## src/shared/irq_gate_pkg.sv

```systemverilog
package irq_gate_pkg;

   // ==========================================================
   // widths
   localparam int ADDR_W = 8;
   localparam int DATA_W = 16;
   localparam int PIPES = 7;
   localparam int EVENTS = 2;

   // ==========================================================
   // register offsets (byte addresses)
   localparam logic [7:0] NOTREADY_EN_OFFSET = 8'h48;
   localparam logic [7:0] EMPTY_ERR_EN_OFFSET = 8'h4C;
   localparam logic [7:0] MAIN_IRQ_STATUS_OFFSET = 8'h60;
   localparam logic [7:0] EVENT_STATUS_OFFSET = 8'h80;
   localparam logic [7:0] EVENT_MASK_OFFSET = 8'h84;
   localparam logic [7:0] GATED_VIEW_OFFSET = 8'h88;

   // ==========================================================
   // field positions
   localparam int ENABLE_MSB = 6;
   localparam int NOTREADY_FLAG_BIT = 9;
   localparam int EMPTY_FLAG_BIT = 10;
   localparam int EVT_NOTREADY_BIT = 0;
   localparam int EVT_EMPTY_BIT = 1;
   localparam int GATED_EMPTY_LSB = 8;

   // ==========================================================
   // reset values
   localparam logic [6:0] ENABLE_RESET = 7'h00;
   localparam logic [1:0] EVENT_RESET = 2'h0;
   localparam logic [15:0] RDATA_RESET = 16'h0000;

   // ==========================================================
   // timing: flag follows status and enable after this many cycles
   localparam int FLAG_LATENCY_CYCLES = 1;

   // zero-extend a seven-bit field into a bus word
   function automatic logic [15:0] widen7(input logic [6:0] v);
      widen7 = {9'h000, v};
   endfunction : widen7

endpackage : irq_gate_pkg

```

## src/shared/gate_if.sv

```systemverilog
`timescale 1ns/1ns
`default_nettype none
interface gate_if;
   logic wr_en;
   logic [6:0] wdata;
   logic [6:0] status;
   logic [6:0] enable;
   logic [6:0] gated;
   logic flag;

   modport gate (
      input wr_en,
      input wdata,
      input status,
      output enable,
      output gated,
      output flag
   );

   modport user (
      output wr_en,
      output wdata,
      output status,
      input enable,
      input gated,
      input flag
   );
endinterface : gate_if
`default_nettype wire

```

## src/logic/enable_gate.sv

```systemverilog
`timescale 1ns/1ns
`default_nettype none
module enable_gate
   import irq_gate_pkg::*;
(
   input wire logic clk,
   input wire logic rst_b,
   input wire logic ce,
   input wire logic soft_reset,
   gate_if.gate g
);

   logic [6:0] enable_r;
   logic [6:0] enable_nxt;
   logic flag_r;
   logic flag_nxt;
   wire logic [6:0] gated_now;

   // ==========================================================
   // enable register
   // only the seven pipe bits are stored, so reserved bits read back zero
   assign enable_nxt = soft_reset ? ENABLE_RESET : (g.wr_en ? g.wdata : enable_r);

   always_ff @(posedge clk or negedge rst_b) begin
      if (!rst_b) begin
         enable_r <= ENABLE_RESET;
      end else if (ce) begin
         enable_r <= enable_nxt;
      end
   end

   // ==========================================================
   // summary flag
   // bit 0 is the control pipe, bits 1..6 the numbered pipes
   assign gated_now = g.status & enable_r;
   assign flag_nxt = |gated_now;

   always_ff @(posedge clk or negedge rst_b) begin
      if (!rst_b) begin
         flag_r <= 1'b0;
      end else if (ce) begin
         flag_r <= flag_nxt;
      end
   end

   assign g.enable = enable_r;
   assign g.gated = gated_now;
   assign g.flag = flag_r;

endmodule : enable_gate
`default_nettype wire

```

## src/logic/pipe_buffer_irq_enable_gate.sv

```systemverilog
// The implementer's own choice: the address-and-strobe port.
`timescale 1ns/1ns
`default_nettype none
module pipe_buffer_irq_enable_gate
   import irq_gate_pkg::*;
(
   input wire logic CLK,
   input wire logic RST_B,
   input wire logic CE,
   input wire logic SOFT_RESET,
   input wire logic [7:0] ADDR,
   input wire logic [15:0] WDATA,
   input wire logic WR,
   input wire logic RD,
   output logic [15:0] RDATA,
   input wire logic [6:0] PIPE_NOTREADY_STATUS,
   input wire logic [6:0] PIPE_EMPTY_ERR_STATUS,
   output logic SUMMARY_NOTREADY_FLAG,
   output logic SUMMARY_EMPTY_FLAG,
   output logic IRQ
);

   // ==========================================================
   // carriers to the two gates
   gate_if notready_if ();
   gate_if empty_if ();

   // ==========================================================
   // address decode
   function automatic logic hit(input logic [7:0] a, input logic [7:0] off);
      hit = (a == off);
   endfunction : hit

   wire logic sel_notready_en;
   wire logic sel_empty_en;
   wire logic sel_main_status;
   wire logic sel_event_status;
   wire logic sel_event_mask;
   wire logic sel_gated_view;
   wire logic sel_none;

   assign sel_notready_en = hit(ADDR, NOTREADY_EN_OFFSET);
   assign sel_empty_en = hit(ADDR, EMPTY_ERR_EN_OFFSET);
   assign sel_main_status = hit(ADDR, MAIN_IRQ_STATUS_OFFSET);
   assign sel_event_status = hit(ADDR, EVENT_STATUS_OFFSET);
   assign sel_event_mask = hit(ADDR, EVENT_MASK_OFFSET);
   assign sel_gated_view = hit(ADDR, GATED_VIEW_OFFSET);
   assign sel_none = ~(sel_notready_en | sel_empty_en | sel_main_status |
                       sel_event_status | sel_event_mask | sel_gated_view);

   // ==========================================================
   // enable registers live in the gates
   // upper bits of the write are dropped; software is expected to write zero there
   assign notready_if.wr_en = WR & sel_notready_en;
   assign notready_if.wdata = WDATA[ENABLE_MSB:0];
   assign notready_if.status = PIPE_NOTREADY_STATUS;

   assign empty_if.wr_en = WR & sel_empty_en;
   assign empty_if.wdata = WDATA[ENABLE_MSB:0];
   assign empty_if.status = PIPE_EMPTY_ERR_STATUS;

   enable_gate notready_gate (
      .clk(CLK),
      .rst_b(RST_B),
      .ce(CE),
      .soft_reset(SOFT_RESET),
      .g(notready_if)
   );

   enable_gate empty_gate (
      .clk(CLK),
      .rst_b(RST_B),
      .ce(CE),
      .soft_reset(SOFT_RESET),
      .g(empty_if)
   );

   wire logic notready_flag;
   wire logic empty_flag;

   assign notready_flag = notready_if.flag;
   assign empty_flag = empty_if.flag;

   // ==========================================================
   // main status word: read-only view of the two summary flags
   // writes to this offset fall through to nothing
   wire logic [15:0] main_status_word;

   assign main_status_word = (16'(notready_flag) << NOTREADY_FLAG_BIT) |
                             (16'(empty_flag) << EMPTY_FLAG_BIT);

   // ==========================================================
   // gated view: which pipes are currently driving each flag
   wire logic [15:0] gated_word;

   assign gated_word = widen7(notready_if.gated) | (widen7(empty_if.gated) << GATED_EMPTY_LSB);

   // ==========================================================
   // event capture: a rising summary flag sets a sticky bit
   logic notready_prev_r;
   logic empty_prev_r;
   wire logic [1:0] event_set;

   always_ff @(posedge CLK or negedge RST_B) begin
      if (!RST_B) begin
         notready_prev_r <= 1'b0;
         empty_prev_r <= 1'b0;
      end else if (CE) begin
         notready_prev_r <= notready_flag;
         empty_prev_r <= empty_flag;
      end
   end

   assign event_set[EVT_NOTREADY_BIT] = notready_flag & ~notready_prev_r;
   assign event_set[EVT_EMPTY_BIT] = empty_flag & ~empty_prev_r;

   // ==========================================================
   // sticky status, write one to clear
   // set beats clear so an edge landing on the clearing write is kept
   logic [1:0] event_status_r;
   logic [1:0] event_status_nxt;
   wire logic [1:0] event_clear;

   assign event_clear = (WR & sel_event_status) ? WDATA[1:0] : 2'h0;
   assign event_status_nxt = SOFT_RESET ? EVENT_RESET : ((event_status_r & ~event_clear) | event_set);

   always_ff @(posedge CLK or negedge RST_B) begin
      if (!RST_B) begin
         event_status_r <= EVENT_RESET;
      end else if (CE) begin
         event_status_r <= event_status_nxt;
      end
   end

   // ==========================================================
   // mask register, one bit per event
   logic [1:0] event_mask_r;
   logic [1:0] event_mask_nxt;

   assign event_mask_nxt = SOFT_RESET ? EVENT_RESET : ((WR & sel_event_mask) ? WDATA[1:0] : event_mask_r);

   always_ff @(posedge CLK or negedge RST_B) begin
      if (!RST_B) begin
         event_mask_r <= EVENT_RESET;
      end else if (CE) begin
         event_mask_r <= event_mask_nxt;
      end
   end

   // ==========================================================
   // interrupt line
   // registered so it never glitches while the mask is rewritten
   logic irq_r;
   wire logic irq_nxt;

   assign irq_nxt = |(event_status_nxt & event_mask_nxt);

   always_ff @(posedge CLK or negedge RST_B) begin
      if (!RST_B) begin
         irq_r <= 1'b0;
      end else if (CE) begin
         irq_r <= irq_nxt;
      end
   end

   // ==========================================================
   // read path
   // data stand only in the cycle after the strobe, zero otherwise
   wire logic [15:0] read_mux;
   logic [15:0] rdata_r;
   wire logic [15:0] rdata_nxt;

   assign read_mux = sel_notready_en ? widen7(notready_if.enable) :
                     sel_empty_en ? widen7(empty_if.enable) :
                     sel_main_status ? main_status_word :
                     sel_event_status ? {14'h0000, event_status_r} :
                     sel_event_mask ? {14'h0000, event_mask_r} :
                     sel_gated_view ? gated_word :
                     RDATA_RESET;

   assign rdata_nxt = (RD & ~sel_none) ? read_mux : RDATA_RESET;

   always_ff @(posedge CLK or negedge RST_B) begin
      if (!RST_B) begin
         rdata_r <= RDATA_RESET;
      end else if (CE) begin
         rdata_r <= rdata_nxt;
      end
   end

   // ==========================================================
   // outputs
   assign RDATA = rdata_r;
   assign SUMMARY_NOTREADY_FLAG = notready_flag;
   assign SUMMARY_EMPTY_FLAG = empty_flag;
   assign IRQ = irq_r;

endmodule : pipe_buffer_irq_enable_gate
`default_nettype wire

```

## config.mk

```make
export PLATFORM = sky130hd
export DESIGN_NAME = pipe_buffer_irq_enable_gate
export DESIGN_NICKNAME = d
export VERILOG_FILES = /design/src/shared/irq_gate_pkg.sv /design/src/shared/gate_if.sv /design/src/logic/enable_gate.sv /design/src/logic/pipe_buffer_irq_enable_gate.sv
export SDC_FILE = /design/constraint.sdc
export NUM_CORES = 1
export LEC_CHECK = 0
export BUFFER_PORTS_ARGS = -buffer_cell sky130_fd_sc_hd__buf_2
export CAP_MARGIN = 40
export CORE_UTILIZATION = 51
export CTS_CLUSTER_DIAMETER = 80
export CTS_CLUSTER_SIZE = 24
export DETAILED_ROUTE_END_ITERATION = 10
export PLACE_DENSITY_LB_ADDON = 0.25
export SLEW_MARGIN = 20
export SYNTH_ARGS = -nofsm -noshare
export SYNTH_HDL_FRONTEND = slang
export SYNTH_HIERARCHICAL = 1
export SYNTH_SLANG_ARGS = --single-unit
```

## constraint.sdc

```tcl
create_clock -name CLK -period 1.15 [get_ports CLK]
set_input_delay 0.0575 -clock CLK [delete_from_list [all_inputs] [get_ports CLK]]
set_output_delay 0.0575 -clock CLK [all_outputs]
set_load 0.01 [all_outputs]
```

# Yosys cells after proc, flatten, opt, wreduce, memory -nomap -nowiden
# Index checks and enable logic that the tools add are counted.
[classes]
addsub = 0
n_mul = 0
div = 0
n_lt_le_gt_ge = 0
eq_ne = 6
shifts = 0
n_mux = 15
n_bitwise = 22
reduce_logical = 7
[op_table]
columns = ["cell", "n"]
rows = [
  ["two-way mux 15 bit", 7],
  ["two-way mux 7 bit", 4],
  ["equality test 8 x 7 -> 1 bit (second input constant)", 3],
  ["equality test 8 bit (second input constant)", 3],
  ["bitwise OR 7 x 15 -> 15 bit", 1],
  ["AND 7 bit", 2],
  ["OR reduction 7 bit", 2],
  ["bitwise OR 10 x 11 -> 11 bit", 1],
  ["two-way mux 2 bit", 4],
  ["AND 1 bit", 7],
  ["bitwise OR 1 bit", 5],
  ["AND 2 bit", 2],
  ["AND reduction 2 bit", 2],
  ["nonzero test 2 bit", 2],
  ["inverter 1 bit", 2],
  ["inverter 2 bit", 1],
  ["bitwise OR 2 bit", 1],
  ["OR reduction 2 bit", 1],
]
[totals]
regBits = 39
latchBits = 0
mem_bits_rw = 0
rom_bits = 0
out_inout_bits = 19
mem_count = 0

# Depth between registers and ports, before layout
[logic_depth]
ltp_word = 9
depth_mapped = 6

# Cells and area by module
# Netlist, hierarchy kept.
[modules_own_cells]
columns = ["module", "n_inst", "cells_each", "area_each_um2"]
rows = [
  ["pipe_buffer_irq_enable_gate", 1, 130, 1291.2],
  ["enable_gate", 2, 32, 382.9],
]

# Worst setup path before layout
# Ideal clock, no wire load.
[synth_path]
path_kind = "input -> register"
startpoint = "in ADDR[1]"
endpoint = "reg empty_gate.enable_r[0] (netlist: empty_gate/g.enable[0])"
setup_ps = 121
arrival_time_ps = 1556
required_ps = 1029
setup_slack_ps = -527
path_stages = 5
n_path_buf = 0
cell_sequence = "or3_4 -> or3_2 -> nor2_1 -> o21ai_2 -> a22o_2"
[synth_between]
elab_chain_len = 4
[synth_lines]
columns = ["item", "line_no", "text"]
rows = [
  ["start, declared", "pipe_buffer_irq_enable_gate.sv:11", "input wire logic [7:0] ADDR,"],
  ["equality test 8 x 7 -> 1 bit", "pipe_buffer_irq_enable_gate.sv:31", "hit = (a == off);"],
  ["AND 1 bit", "pipe_buffer_irq_enable_gate.sv:58", "assign empty_if.wr_en = WR & sel_empty_en;"],
  ["net empty_if.wr_en", "gate_if.sv:4", "logic wr_en;"],
  ["nonzero test 2 bit (no line)", "-", ""],
  ["AND reduction 2 bit (no line)", "-", ""],
  ["end signal, assigned", "enable_gate.sv:28", "enable_r <= enable_nxt;"],
  ["end, declared", "enable_gate.sv:13", "logic [6:0] enable_r;"],
]
# The timed path passes the listed nets, and every way through them passes these cells.
# A chain may end at the register's enable or synchronous reset.

# Worst setup path after layout
[layout_path]
startpoint = "in ADDR[1]"
endpoint = "reg empty_gate.enable_r[2] (netlist: empty_gate/g.enable[2])"
# Same word-level chain as after synthesis.

==> summary.txt <==
Outcome
  – Status: finished with violations
  – Violated checks: negative setup slack

Die
  – Row count: 22
  – IO Count: 63
  – Initial Utilization: 54.55%
  – DIE AREA: 0.004292 mm²
  – Core ar.: 0.003771 mm²
  – Die Wd: 65.51 µm
  – Die Ht: 65.51 µm

Setup path
  – Reg2reg start: event_mask_r[1]$_DFFE_PN0P_
  – Crit-path slowest cell: or3_4
  – Worst Setup Start Kind: input pin
  – Worst Path Buf+Inv: 1
  – Critical path origin: ADDR[1]
  – CP Cell Sequence: buf_6 -> or3_4 -> or3_4 -> nor2_4 -> o21ai_2 -> a22o_2
  – Most Frequent Cell on Critical Path: or3_4
  – Critical path peak fanout: 6
  – Required time of the critical path: around 1.3 ns
  – CP top delay family: simple AND/OR/NAND/NOR gates
  – CP endpoint kind: flip-flop
  – Max stage delay on crit path: 0.39 ns
  – Arrival @ worst endpoint: ~1.4 ns
  – Crit path kind: input pin to flip-flop

STA
  – Period minus WS final: between 1 and 1.5 ns
  – # setup viols final: 24
  – Unrepaired setup endpoints after global routing: true
  – Fmax: approximately 810 MHz
  – Skew final: 0.003286 ns
  – Tcrit/Tclk final: 107.7%
  – Setup slack after layout: -0.08814 ns
  – Final Hold Vio Count: 0
  – Max-slew violation count: 0

Detailed routing
  – Starting DRT DRC Count: 90
  – Routed Antenna Nets: 0
  – DR pass1 iterations: 4
  – Drt total wl: 5459 µm
  – DR vias: 1852
  – Post-DR vias/cell: 5.681
  – Wirelength per Cell: 16.75 µm
  – DRC viols: 0

Place
  – Placer Congestion: about 0.85
  – Port Buffers: 51
  – Hpwl dp: 3929 µm
  – Placed cells: 314

Final layout
  – ANT cells: 0
  – Area of the multi-input gates: 0.001132 mm²
  – Synthesis-to-finish area growth: 35.58%
  – Commonest non-fill, non-tap cell in the layout: buf_2
  – Non-Filler Instances: roughly 330
  – Reg area: 925.9 µm²
  – Final net count: approximately 320
  – Commonest cells after routing, fill and taps aside: 50 x buf_2, 37 x dfrtp_1, 28 x buf_4
  – Final-layout fill cell count: 272
  – Layout cells sized above 1: a little over half

Synthesis
  – Largest family of logic cells by synthesized area: compound AO/OA/AOI/OAI gates
  – Adder-Cell Fraction of Synth Area: 0%
  – Yosys cell types: 45
  – Number of synthesized flops with an enable pin: 0
  – Most common flop cell mapped by yosys: dfrtp_1
  – Post-synthesis area per instance: 10.60 µm²
  – Simple-gate area share of the yosys netlist: 20.50%
  – Synth Area in Compound Gates: between 20 and 25%
  – Synthesized area: 0.002057 mm²
  – XOR/XNOR share of the synthesized area: 0%
  – Post-synthesis register bit count: 37
  – Sequential fraction of the synthesis area: 45.01%
  – Yosys warning total: 6
  – Mux cell area share after synthesis: under 10%
  – FFs w/ async S/R, synth: 100.0%
  – Synth Instances: between 150 and 200

Clock tree
  – Root buffer cell: clkbuf_8
  – CTS tree: yes
  – H-tree levels: 2
  – CTS buffer count: 5
  – Clock Latency Late Sink: a little under 0.3 ns
  – Worst-case clock buffer depth: 2
  – CTS sink cnt: 37
  – Clk pin slew, worst setup/hold paths: 0.07 ns

Worst hold path
  – Hold path start: WDATA[6]
  – HP Class: input pin to flip-flop

Power
  – Net Sw Frac: 26.74%
  – Power share of the clock group: 32.8%
  – Sw power: between 0.0007 and 0.0008 W
  – Sequential power share: 51.2%
  – Pwr Total: around 0.0027 W
  – Comb pwr share: 15.9%
  – P_leak: 1.264 nW
  – Worst vdd ir: just under 0.0007 V
  – Power per cell area: approximately 960 mW/mm²
  – Cell Int Power: 0.001964 W

GRT
  – Antenna violations before repair: 0
  – Largest net degree at the start of global routing: 38
  – Number of global-route vias before repair: 1874
  – Global Route Usage Sum: 27.88%
  – First-pass GRT wire length: 8776 µm
  – Grt ovf: 0

Job
  – Number of max-cap violations: 0
per-layer routing:
layer	wire length, µm	part of all wire (%)	global-route usage (%)
met1	2360	43	35.69
met2	2727	50	46.78
met3	277	5.1	5.556
met4	94	1.7	9.511
met5	0	0	0
worst paths after layout:
path	endpoint	cells past startpoint	slack [ns]
min in group asynchronous	RDATA[0]$_DFFE_PN0P_	3	0.33
min	notready_gate/g.enable[6]$_DFFE_PN0P_	2	0.02
min reg2reg	notready_prev_r$_DFFE_PN0P_	1	0.52
max in group asynchronous	empty_gate/g.enable[2]$_DFFE_PN0P_	3	0.48
max reg2reg	RDATA[1]$_DFFE_PN0P_	4	-0.05
max	empty_gate/g.enable[2]$_DFFE_PN0P_	6	-0.09
worst reg2reg max path, cell delays in order (launching register included):
cell,delay (ns)
dfrtp_1,0.38
mux2i_1,0.12
o2bb2ai_1,0.19
a22oi_1,0.11
o32ai_1,0.29
registers in the layout, summed over array words and instances, names as in the netlist:
signal	cells
RDATA	14
empty_gate/g.enable	7
notready_gate/g.enable	7
event_mask_r	2
event_status_r	2
IRQ	1
empty_gate/g.flag	1
empty_prev_r	1
notready_gate/g.flag	1
notready_prev_r	1
Yosys cell counts, types with 3 or more instances:
library cell,number,area share [%]
or2b_2,4,1.7
inv_1,20,3.6
nor3_1,5,1.2
and2_1,13,4.0
a22o_2,12,5.8
o21ai_2,3,1.3
o22ai_1,16,4.9
nand3_1,4,0.97
nand2_1,7,1.3
nor2_1,5,0.91
mux2i_1,4,1.9
a22oi_1,9,3.3
dfrtp_1,37,45
mux2_2,7,3.8
nand2b_1,4,1.2
logic make-up (layout without fill, tap and decap cells):
kind of cell / after synthesis / in the layout
flops: 37 / 37
compound gates: 57 / 57
mux: 11 / 11
simple gates: 61 / 61
other cells: 1 / 2
buf+inv: 27 / 110
repair_timing:
action,in CTS,in global routing
hold buffers,1,0
gates resized for setup,9,7
endpoints found under the hold margin,37,0
pin swaps,8,3
endpoints found under the setup margin,29,33
buffers inserted,3,0
power by group through the flow:
stage	combinational [W]	sequential, W	clock [W]
finish	0.000428	0.00137	0.000880
global route	0.000462	0.00138	0.000947
CTS	0.000413	0.00137	0.000882
detailed placement	0.000395	0.00139	0
global placement	0.000386	0.00139	0
floorplan	0.000180	0.00139	0
per-stage QoR:
stage	utilization (%)	TNS, ns	hold WS [ns]	cell area, µm²	setup WS (ns)
after floorplan	-	-3.885	-0.2381	2122	-0.2435
after global placement	68.51	-10.43	0.1307	2584	-0.3785
after detailed placement	68.51	-11.33	0.1348	2584	-0.4420
after CTS	73.16	-0.9487	0.02233	2759	-0.06718
after global routing	73.95	-2.252	0.02008	2789	-0.1134
final	73.95	-1.266	0.02252	2789	-0.08814
cell type report:
cell class	instances	share of cell area (%)
clock buffer	6	2.602
timing repair buffer	82	18.39
multi-input combinational	131	40.60
clock inverter	2	0.3589
tap	48	2.153
inverter	20	2.692
sequential	37	33.20
No activity file was read; power rests on OpenSTA's default activity.
